<file path="config.mk">
export PLATFORM = sky130hd
export DESIGN_NAME = stp_pwm
export DESIGN_NICKNAME = d
export VERILOG_FILES = /design/src/hdl/stp_prescaler.v /design/src/hdl/stp_pwm.v
export VERILOG_INCLUDE_DIRS = /design/src /design/src/hdl
export SDC_FILE = /design/constraint.sdc
export NUM_CORES = 1
export LEC_CHECK = 0
export ABC_AREA = 0
export BUFFER_PORTS_ARGS = -buffer_cell sky130_fd_sc_hd__buf_2
export CORE_UTILIZATION = 46
export DETAILED_ROUTE_END_ITERATION = 8
export PLACE_DENSITY = 0.66
export SETUP_SLACK_MARGIN = 0.3
export SYNTH_ARGS = -nofsm -noshare
export SYNTH_HDL_FRONTEND = slang
export SYNTH_SLANG_ARGS = --single-unit
</file>
<file path="constraint.sdc">
create_clock -name I_CLOCK -period 14.6 [get_ports I_CLOCK]
set_input_delay 2.92 -clock I_CLOCK [delete_from_list [all_inputs] [get_ports I_CLOCK]]
set_output_delay 2.92 -clock I_CLOCK [all_outputs]
set_load 0.01 [all_outputs]
</file>
<file path="src/hdl/stp_defines.vh">
`ifndef STP_DEFINES_VH
`define STP_DEFINES_VH
// Register byte offsets (word aligned)
`define STP_OFF_PERIOD    8'h00
`define STP_OFF_TBCTRL    8'h04
`define STP_OFF_COUNT     8'h08
`define STP_OFF_FLAGS     8'h0c
`define STP_OFF_PINCTRL   8'h10
`define STP_OFF_CH_BASE   8'h20
`define STP_CH_STRIDE     4
// Per-channel word index within a channel group
`define STP_CH_CTRL       2'd0
`define STP_CH_DHIGH      2'd1
`define STP_CH_DLOW       2'd2
// timebase_control fields
`define STP_TB_PS_LSB     0
`define STP_TB_RUN_BIT    2
`define STP_TB_POST_LSB   3
// channel_control fields
`define STP_CC_EN_BIT     7
`define STP_CC_OE_BIT     6
`define STP_CC_OUT_BIT    5
`define STP_CC_POL_BIT    4
// flags
`define STP_FLAG_MATCH    0
// Reset values
`define STP_RST_PERIOD    8'hff
`define STP_RST_TBCTRL    8'h00
`define STP_RST_CCTRL     8'h00
`define STP_RST_DUTY      8'h00
`define STP_RST_DIR       8'hff
// Sub-count maximum of the 10-bit time base
`define STP_SUB_MAX       2'd3
`endif

</file>
<file path="src/hdl/stp_prescaler.v">
`timescale 1ns/1ps
`include "stp_defines.vh"
module stp_prescaler (
  // Clock and reset
  input  wire       i_clk,
  input  wire       i_rst,
  // Control
  input  wire       i_run,
  input  wire [1:0] i_sel,
  // Tick out
  output wire       o_tick
);
  reg  [5:0] cnt_ff;
  reg  [5:0] nxt_cnt;
  reg  [5:0] limit;

  always @* begin
    case (i_sel)
      2'd0:    limit = 6'h00;
      2'd1:    limit = 6'h03;
      2'd2:    limit = 6'h0f;
      default: limit = 6'h3f;
    endcase
  end

  // Tick every 1, 4, 16 or 64 clocks while running
  assign o_tick = i_run && (cnt_ff >= limit);

  always @* begin
    nxt_cnt = cnt_ff;
    if (i_run) begin
      if (cnt_ff >= limit)
        nxt_cnt = 6'h00;
      else
        nxt_cnt = cnt_ff + 6'h01;
    end
  end

  always @(posedge i_clk or posedge i_rst) begin
    if (i_rst)
      cnt_ff <= 6'h00;
    else
      cnt_ff <= nxt_cnt;
  end
endmodule // stp_prescaler

</file>
<file path="src/hdl/stp_pwm.v">
// Notes on behaviour
// - Ten-bit duty compared to ten-bit time base
// - One shared period, independent duty per channel
// - Outputs go active when count clears, unless duty is zero
// - Output inactive when time base equals duty
// - Duty at or above 4x period limit: always active
// - Comparator uses buffer reloaded at period match
// - Polarity bit inverts channel output
// - Period is (limit+1)*4*clock*prescale
// - After match: clear, activate unless zero, load
// - Postscaler setting never affects PWM
// - Duty writes accepted anytime, take effect later
// - Time base is count plus 2-bit subcount
// - Resolution follows period limit, ten bits at 255
// - Sleep freezes counting, state and pins
// - Reset restores registers, pins to input
// - Cleared output enable hands pin to latch
// - PWM frequency tracks system clock directly
`timescale 1ns/1ps
`include "stp_defines.vh"
module stp_pwm #(
  parameter NCH = 4
) (
  // Clock and reset
  input  wire           I_CLOCK,
  input  wire           I_SYS_RST,
  // AHB-Lite slave
  input  wire           I_HSEL,
  input  wire [7:0]     I_HADDR,
  input  wire [1:0]     I_HTRANS,
  input  wire           I_HWRITE,
  input  wire [2:0]     I_HSIZE,
  input  wire [31:0]    I_HWDATA,
  input  wire           I_HREADY,
  output wire [31:0]    O_HRDATA,
  output wire           O_HREADYOUT,
  output wire           O_HRESP,
  // Power
  input  wire           I_SLEEP,
  // Pins
  output wire [NCH-1:0] O_PWM_PIN,
  output wire [NCH-1:0] O_PWM_PIN_OE,
  output wire [NCH-1:0] O_PWM_OUT
);
  reg  [7:0]     period_limit_ff;
  reg  [7:0]     tb_ctrl_ff;
  reg  [7:0]     tb_count_ff;
  reg  [1:0]     sub_ff;
  reg            match_flag_ff;
  reg  [NCH-1:0] pin_dir_ff;
  reg  [NCH-1:0] port_latch_ff;
  reg  [7:0]     cctrl_ff [0:NCH-1];
  reg  [7:0]     dhigh_ff [0:NCH-1];
  reg  [1:0]     dlow_ff  [0:NCH-1];
  reg  [9:0]     dbuf_ff  [0:NCH-1];
  reg  [NCH-1:0] out_ff;
  reg  [NCH-1:0] pin_ff;
  reg  [NCH-1:0] pin_oe_ff;
  reg            wr_pend_ff;
  reg  [7:0]     wr_addr_ff;
  reg  [31:0]    rdata_ff;
  reg  [31:0]    nxt_rdata;
  wire           tick;
  wire           run;
  wire           sub_wrap;
  wire           period_match;
  wire [9:0]     time_base;
  wire           addr_ok;
  integer        i;

  function [31:0] ch_addr;
    input integer ch;
    input [1:0]   idx;
    begin
      ch_addr = {24'h000000, `STP_OFF_CH_BASE} + ch * 16 + idx * `STP_CH_STRIDE;
    end
  endfunction

  // Sleep gates the prescaler so every counter freezes in place
  assign run = tb_ctrl_ff[`STP_TB_RUN_BIT] && !I_SLEEP;

  stp_prescaler u_pre (
    .i_clk  (I_CLOCK),
    .i_rst  (I_SYS_RST),
    .i_run  (run),
    .i_sel  (tb_ctrl_ff[`STP_TB_PS_LSB +: 2]),
    .o_tick (tick)
  );

  // Postscaler bits are stored only; nothing below but the bus readback reads them
  // Time base counts prescaler ticks, not system clocks
  assign time_base    = {tb_count_ff, sub_ff};
  assign sub_wrap     = tick && (sub_ff == `STP_SUB_MAX);
  // Period = (limit+1) counts of 4 prescaled clocks
  assign period_match = sub_wrap && (tb_count_ff == period_limit_ff);

  always @(posedge I_CLOCK or posedge I_SYS_RST) begin
    if (I_SYS_RST) begin
      tb_count_ff <= 8'h00;
      sub_ff      <= 2'd0;
    end else if (tick) begin
      sub_ff <= sub_ff + 2'd1;
      if (period_match)
        tb_count_ff <= 8'h00;
      else if (sub_wrap)
        tb_count_ff <= tb_count_ff + 8'h01;
    end
  end

  // Channel logic, identical per channel
  always @(posedge I_CLOCK or posedge I_SYS_RST) begin
    if (I_SYS_RST) begin
      for (i = 0; i < NCH; i = i + 1) begin
        dbuf_ff[i] <= 10'h000;
        out_ff[i]  <= 1'b0;
      end
    end else begin
      for (i = 0; i < NCH; i = i + 1) begin
        if (period_match) begin
          // Buffer reload; writes before this are invisible
          dbuf_ff[i] <= {dhigh_ff[i], dlow_ff[i]};
          // Active at wrap unless the new duty is zero
          out_ff[i]  <= ({dhigh_ff[i], dlow_ff[i]} != 10'h000);
        end else if (tick && (time_base + 10'h001 == dbuf_ff[i]) &&
                     (dbuf_ff[i][9:2] < period_limit_ff)) begin
          // Clear on equality; duty >= 4*limit never clears
          out_ff[i] <= 1'b0;
        end
      end
    end
  end

  // Pin mux: polarity, output enable and direction
  always @(posedge I_CLOCK or posedge I_SYS_RST) begin
    if (I_SYS_RST) begin
      pin_ff    <= {NCH{1'b0}};
      pin_oe_ff <= {NCH{1'b0}};
    end else if (!I_SLEEP) begin
      for (i = 0; i < NCH; i = i + 1) begin
        pin_oe_ff[i] <= !pin_dir_ff[i];
        if (cctrl_ff[i][`STP_CC_OE_BIT] && cctrl_ff[i][`STP_CC_EN_BIT])
          pin_ff[i] <= out_ff[i] ^ cctrl_ff[i][`STP_CC_POL_BIT];
        else
          pin_ff[i] <= port_latch_ff[i];
      end
    end
  end

  assign O_PWM_PIN    = pin_ff;
  assign O_PWM_PIN_OE = pin_oe_ff;
  assign O_PWM_OUT    = out_ff;

  // AHB-Lite: zero wait states, OKAY always
  assign O_HREADYOUT = 1'b1;
  assign O_HRESP     = 1'b0;
  assign O_HRDATA    = rdata_ff;
  assign addr_ok     = I_HSEL && I_HREADY && I_HTRANS[1];

  always @* begin
    nxt_rdata = 32'h00000000;
    case (I_HADDR)
      `STP_OFF_PERIOD:  nxt_rdata = {24'h000000, period_limit_ff};
      `STP_OFF_TBCTRL:  nxt_rdata = {24'h000000, 1'b0, tb_ctrl_ff[6:0]};
      `STP_OFF_COUNT:   nxt_rdata = {24'h000000, tb_count_ff};
      `STP_OFF_FLAGS:   nxt_rdata = {31'h00000000, match_flag_ff};
      // Latch bits read back at the same position that a write takes them from
      `STP_OFF_PINCTRL: nxt_rdata = {{(24 - NCH){1'b0}}, port_latch_ff,
                                     {(8 - NCH){1'b0}}, pin_dir_ff};
      default: begin
        for (i = 0; i < NCH; i = i + 1) begin
          if ({24'h000000, I_HADDR} == ch_addr(i, `STP_CH_CTRL))
            nxt_rdata = {24'h000000, cctrl_ff[i][7:6],
                         out_ff[i] ^ cctrl_ff[i][`STP_CC_POL_BIT],
                         cctrl_ff[i][4], 4'h0};
          if ({24'h000000, I_HADDR} == ch_addr(i, `STP_CH_DHIGH))
            nxt_rdata = {24'h000000, dhigh_ff[i]};
          if ({24'h000000, I_HADDR} == ch_addr(i, `STP_CH_DLOW))
            nxt_rdata = {24'h000000, dlow_ff[i], 6'h00};
        end
      end
    endcase
  end

  always @(posedge I_CLOCK or posedge I_SYS_RST) begin
    if (I_SYS_RST) begin
      wr_pend_ff <= 1'b0;
      wr_addr_ff <= 8'h00;
      rdata_ff   <= 32'h00000000;
    end else begin
      wr_pend_ff <= addr_ok && I_HWRITE;
      if (addr_ok)
        wr_addr_ff <= I_HADDR;
      if (addr_ok && !I_HWRITE)
        rdata_ff <= nxt_rdata;
    end
  end

  // Register writes in the data phase; duty writes allowed any time
  always @(posedge I_CLOCK or posedge I_SYS_RST) begin
    if (I_SYS_RST) begin
      period_limit_ff <= `STP_RST_PERIOD;
      tb_ctrl_ff      <= `STP_RST_TBCTRL;
      match_flag_ff   <= 1'b0;
      pin_dir_ff      <= {NCH{1'b1}};
      port_latch_ff   <= {NCH{1'b0}};
      for (i = 0; i < NCH; i = i + 1) begin
        cctrl_ff[i] <= `STP_RST_CCTRL;
        dhigh_ff[i] <= `STP_RST_DUTY;
        dlow_ff[i]  <= 2'd0;
      end
    end else begin
      // Set wins over a same-cycle software clear
      if (period_match)
        match_flag_ff <= 1'b1;
      else if (wr_pend_ff && wr_addr_ff == `STP_OFF_FLAGS && I_HWDATA[`STP_FLAG_MATCH])
        match_flag_ff <= 1'b0;
      if (wr_pend_ff) begin
        case (wr_addr_ff)
          `STP_OFF_PERIOD:  period_limit_ff <= I_HWDATA[7:0];
          `STP_OFF_TBCTRL:  tb_ctrl_ff <= {1'b0, I_HWDATA[6:0]};
          `STP_OFF_PINCTRL: begin
            pin_dir_ff    <= I_HWDATA[NCH-1:0];
            port_latch_ff <= I_HWDATA[8+NCH-1:8];
          end
          default: begin
            for (i = 0; i < NCH; i = i + 1) begin
              if ({24'h000000, wr_addr_ff} == ch_addr(i, `STP_CH_CTRL))
                cctrl_ff[i] <= {I_HWDATA[7:6], 1'b0, I_HWDATA[4], 4'h0};
              if ({24'h000000, wr_addr_ff} == ch_addr(i, `STP_CH_DHIGH))
                dhigh_ff[i] <= I_HWDATA[7:0];
              if ({24'h000000, wr_addr_ff} == ch_addr(i, `STP_CH_DLOW))
                dlow_ff[i] <= I_HWDATA[7:6];
            end
          end
        endcase
      end
    end
  end
endmodule // stp_pwm

</file>
==> impl_results.html <==
<table>
<tr><th>Metric</th><th>Value</th></tr>
<tr><th colspan="2">Worst setup path</th></tr>
<tr><td>CP top delay family</td><td>simple AND/OR/NAND/NOR gates</td></tr>
<tr><td>Worst setup path endpoint</td><td>O_PWM_OUT[1]</td></tr>
<tr><td>Depth of the critical timing path with buffers and inverters included</td><td>7</td></tr>
<tr><td>Launching point of the worst reg2reg path</td><td>sub_ff[0]</td></tr>
<tr><td>Master of the slowest instance on the critical path</td><td>nand3_2</td></tr>
<tr><td>Kind of capture point of the worst setup path</td><td>flop</td></tr>
<tr><td>Depth of the worst register-to-register path</td><td>7</td></tr>
<tr><td>Maximum cell stage delay along the critical path</td><td>between 0.7 and 0.8 ns</td></tr>
<tr><td>Cell chain of the critical path</td><td>buf_2 &gt; nand2b_1 &gt; o22ai_1 &gt; or2_2 &gt; nand3_2 &gt; a31oi_1 &gt; a31o_2</td></tr>
<tr><td>Required arrival time at the worst endpoint</td><td>14.98 ns</td></tr>
<tr><td>Critical path buffers and inverters</td><td>1</td></tr>
<tr><td>Reg2reg setup slack</td><td>about 11 ns</td></tr>
<tr><td>Worst Path Max Fanout</td><td>44</td></tr>
<tr><td>Nature of the critical path startpoint</td><td>input port</td></tr>
<tr><td>Critical path start-end classification</td><td>in -&gt; reg</td></tr>
<tr><td>Arrival time of the worst setup path</td><td>5.30 ns</td></tr>
<tr><td>Beginning of the critical path</td><td>I_SLEEP</td></tr>
<tr><td>Critical register-to-register path endpoint</td><td>O_PWM_OUT[0]</td></tr>
<tr><th colspan="2">Place</th></tr>
<tr><td>Port Buffer Count</td><td>50</td></tr>
<tr><td>Final HPWL from detailed placement</td><td>20.1 mm</td></tr>
<tr><td>Placed insts</td><td>1,276</td></tr>
<tr><td>Global placement routability congestion</td><td>0.928</td></tr>
<tr><th colspan="2">GRT</th></tr>
<tr><td>Global route total overflow</td><td>0</td></tr>
<tr><td>Number of antenna violations at the first check in global routing</td><td>1</td></tr>
<tr><td>GRT Util Overall</td><td>approximately a quarter</td></tr>
<tr><td>Global-route wire length before repair</td><td>43.2 mm</td></tr>
<tr><td>Pin count of the biggest net entering global routing</td><td>85</td></tr>
<tr><td>Via count of the first global-routing pass</td><td>7,375</td></tr>
<tr><th colspan="2">STA</th></tr>
<tr><td>Timing-limited maximum frequency</td><td>0.203 GHz</td></tr>
<tr><td>Part of the cycle the worst path needs</td><td>33.7%</td></tr>
<tr><td>RSZ-0062 raised after global routing</td><td>no</td></tr>
<tr><td>Transition time at the pin with the least slew margin</td><td>approximately 1.2 ns</td></tr>
<tr><td>Final setup vio count</td><td>0</td></tr>
<tr><td>Headroom to the max-slew limit</td><td>22.0%</td></tr>
<tr><td>Clock skew after layout</td><td>0.0121 ns</td></tr>
<tr><td>Final hold vios</td><td>0</td></tr>
<tr><td>Final min period</td><td>roughly 4.9 ns</td></tr>
<tr><td>Fin Setup TNS</td><td>0 ns</td></tr>
<tr><td>Max-slew violation total from the final report</td><td>0</td></tr>
<tr><th colspan="2">Floorplan</th></tr>
<tr><td>Die width</td><td>148 µm</td></tr>
<tr><td>Vertical die dimension</td><td>between 100 and 150 µm</td></tr>
<tr><td>Rows</td><td>52</td></tr>
<tr><td>Boundary pin count</td><td>97</td></tr>
<tr><td>Die footprint</td><td>21,800 µm²</td></tr>
<tr><td>Core box area</td><td>20,500 µm²</td></tr>
<tr><td>Effective utilization at floorplan</td><td>~48%</td></tr>
<tr><th colspan="2">Layout</th></tr>
<tr><td>Sequential Area</td><td>4140 µm²</td></tr>
<tr><td>Area of the multi-input gates</td><td>5180 µm²</td></tr>
<tr><td>Number of nets in the final layout</td><td>1,113</td></tr>
<tr><td>Leading cell type in the layout, fill and taps excluded</td><td>nand2_1</td></tr>
<tr><td>Highest-count cells in the layout ignoring fill and taps</td><td>180 x nand2_1, 153 x dfrtp_1, 72 x mux2_2</td></tr>
<tr><td>Post-route non-filler standard cell count</td><td>1,308</td></tr>
<tr><td>Fraction of final layout cells sized beyond drive strength 1</td><td>18.4%</td></tr>
<tr><td>Antenna cell count</td><td>0</td></tr>
<tr><td>Core utilization of the finished layout</td><td>51.9%</td></tr>
<tr><td>Fill cell count</td><td>1,886</td></tr>
<tr><td>Synth-to-Final Area Change</td><td>8.96%</td></tr>
<tr><th colspan="2">Status</th></tr>
<tr><td>Outcome</td><td>completed</td></tr>
<tr><th colspan="2">Clock tree</th></tr>
<tr><td>Total of cells resized after clock tree synthesis</td><td>0</td></tr>
<tr><td>Hold buffer count at CTS</td><td>0</td></tr>
<tr><td>Clock latency of the later-clocked register in the worst-skew pair</td><td>roughly 0.44 ns</td></tr>
<tr><td>Clock-pin slew reported for the worst setup and hold paths after clock tree synthesis</td><td>0.07 ns</td></tr>
<tr><td>Total clock buffers created by CTS</td><td>17</td></tr>
<tr><td>Number of levels the H-tree was split into</td><td>4</td></tr>
<tr><td>Worst-case clock buffer depth</td><td>2</td></tr>
<tr><td>TritonCTS clock tree</td><td>built</td></tr>
<tr><td>Cell at the root of the clock tree</td><td>clkbuf_16</td></tr>
<tr><td>Clock Sinks</td><td>165</td></tr>
<tr><td>Post-CTS repair timing setup buffer count</td><td>0</td></tr>
<tr><th colspan="2">Synth</th></tr>
<tr><td>Post-synth cell types</td><td>80</td></tr>
<tr><td>Yosys Warn Count</td><td>0</td></tr>
<tr><td>Average cell area after synthesis</td><td>9.70 µm²</td></tr>
<tr><td>Number of synthesized flops with an enable pin</td><td>0</td></tr>
<tr><td>Share of the synthesized area in the top cell type</td><td>39.2%</td></tr>
<tr><td>Top cell type by total area after synthesis</td><td>dfrtp_1</td></tr>
<tr><td>Fraction of the yosys area taken by sequential cells</td><td>42.5%</td></tr>
<tr><td>Ys async rst share</td><td>100%</td></tr>
<tr><td>Synthesized cell area</td><td>just under 10,000 µm²</td></tr>
<tr><td>Number of synthesized register bits</td><td>165</td></tr>
<tr><td>Most used DFF post-synth</td><td>dfrtp_1</td></tr>
<tr><td>Largest cells by area after synthesis</td><td>dfrtp_1 39%, mux2_2 8.3%, nand2_1 6.9%</td></tr>
<tr><td>Post-Syn Instances</td><td>1,006</td></tr>
<tr><th colspan="2">Routing</th></tr>
<tr><td>DR DRC count</td><td>0</td></tr>
<tr><td>Antenna viol nets, final</td><td>0</td></tr>
<tr><td>WL/cell</td><td>~21 µm</td></tr>
<tr><td>Length of the first detailed-routing pass in iterations</td><td>5</td></tr>
<tr><td>Vias per cell</td><td>5.91</td></tr>
<tr><td>DRT Wirelength</td><td>27.9 mm</td></tr>
<tr><td>Vias</td><td>7,735</td></tr>
<tr><td>First DRT Iteration DRCs</td><td>908</td></tr>
<tr><th colspan="2">Flow run</th></tr>
<tr><td>Max capacitance violation total</td><td>0</td></tr>
<tr><th colspan="2">Min path</th></tr>
<tr><td>Path category of the worst min-delay check</td><td>reg -&gt; reg</td></tr>
<tr><th colspan="2">Power</th></tr>
<tr><td>Total power</td><td>1.06 mW</td></tr>
<tr><td>Largest voltage drop on the vdd net</td><td>85.9 µV</td></tr>
<tr><td>Static leakage</td><td>approximately 5.2 nW</td></tr>
<tr><td>Pwr/cell area</td><td>99.6 nW/µm²</td></tr>
</table>
==> per-stage QoR <==
step                      worst slack [ns]  instance area (µm²)  hold slack [ns]
final                                 9.68                10600            0.473
after global routing                  9.47                10600            0.514
after CTS                             9.70                10600            0.481
after detailed placement              9.25                10000            0.466
after global placement                9.23                10000            0.466
after floorplan                       7.24                 9830            0.450
==> kinds of logic (layout without fill, tap and decap cells) <==
group / count (synthesis) / count (layout) / share of synthesized area [%]
simple gates: 365 / 365 / 18.0
compound gates: 193 / 193 / 13.4
flops: 165 / 165 / 42.5
buf+inv: 97 / 109 / 5.18
mux: 90 / 90 / 10.2
xor+xnor: 57 / 57 / 6.06
fa+ha+maj: 37 / 37 / 4.74
other cells: 2 / 22 / 0.0770
==> where the power goes <==
part	total, mW	leakage (nW)	switching (mW)	internal, mW
sequential	0.498	2.18	0.0200	0.478
combinational	0.0997	2.69	0.0641	0.0357
clock	0.461	0.282	0.203	0.258
total	1.06	5.16	0.287	0.772
==> sequential cells by signal (all words and copies together), names as in the netlist, 6 cells and up <==
register         flops
tb_ctrl_ff           7
period_limit_ff      8
dhigh_ff            32
dlow_ff              8
cctrl_ff            12
u_pre.cnt_ff         6
O_HRDATA            12
dbuf_ff             40
tb_count_ff          8
wr_addr_ff           8
==> synthesized netlist by cell type (4+ instances only) <==
library cell  instances
a2111oi_0             6
a211oi_1              5
a21o_1                6
a21oi_1              18
a22o_1                7
a22oi_1              12
a31oi_1              11
and2_1                8
and3_1                5
buf_2                29
buf_4                28
clkbuf_1             17
dfrtp_1             153
dfstp_2              12
ha_1                 37
inv_1                23
mux2_2               72
mux2i_1              18
nand2_1             180
nand2b_1              6
nand3_1              19
nand3b_1              4
nand4_1              14
nor2_1               64
nor2b_1              10
nor3_1                7
nor3b_1               4
nor4_1                7
o211ai_1              7
o21a_1                4
o21ai_0              66
o2bb2ai_1             4
o31ai_1               6
o32ai_1               5
o41ai_1               5
or2_2                 6
xnor2_1              20
xnor3_1               4
xor2_1               30
==> routing by layer <==
layer | share of wire, % | track usage, % | vias up
li1 | - | - | 3585
met1 | 46 | 38.4 | 3817
met2 | 45 | 40.5 | 281
met3 | 6.3 | 5.06 | 52
met4 | 2.0 | 7.94 | 0
met5 | 0 | 0 | -
==> final cells by class <==
cell class	instances	share of cell area [%]
multi-input combinational	764	48.8
sequential	165	39.0
clock buffer	19	4.07
tap	270	3.18
timing repair buffer	54	2.64
clock inverter	13	1.53
inverter	23	0.859
==> worst register-to-register path, stage by stage (launching register included) <==
cell	delay (ns)
dfrtp_1	0.67
ha_1	0.74
nand2_1	0.23
a2111oi_0	0.55
o211a_1	0.23
nand4_1	0.09
o41ai_1	0.63
o21ai_0	0.15
==> worst min-delay path by stage <==
stage,start,endpoint,slack (ns),depth (start not counted)
finish,O_HRDATA[1],O_HRDATA[1],0.47,2
CTS,O_HRDATA[1],O_HRDATA[1],0.48,2
detailed placement,O_HRDATA[1],O_HRDATA[1],0.47,2
floorplan,match_flag_ff,match_flag_ff,0.45,1
global route,O_HRDATA[8],O_HRDATA[8],0.51,1
global placement,O_PWM_PIN_OE[1],O_PWM_PIN_OE[1],0.47,2
No activity file was read; power rests on OpenSTA's default activity.
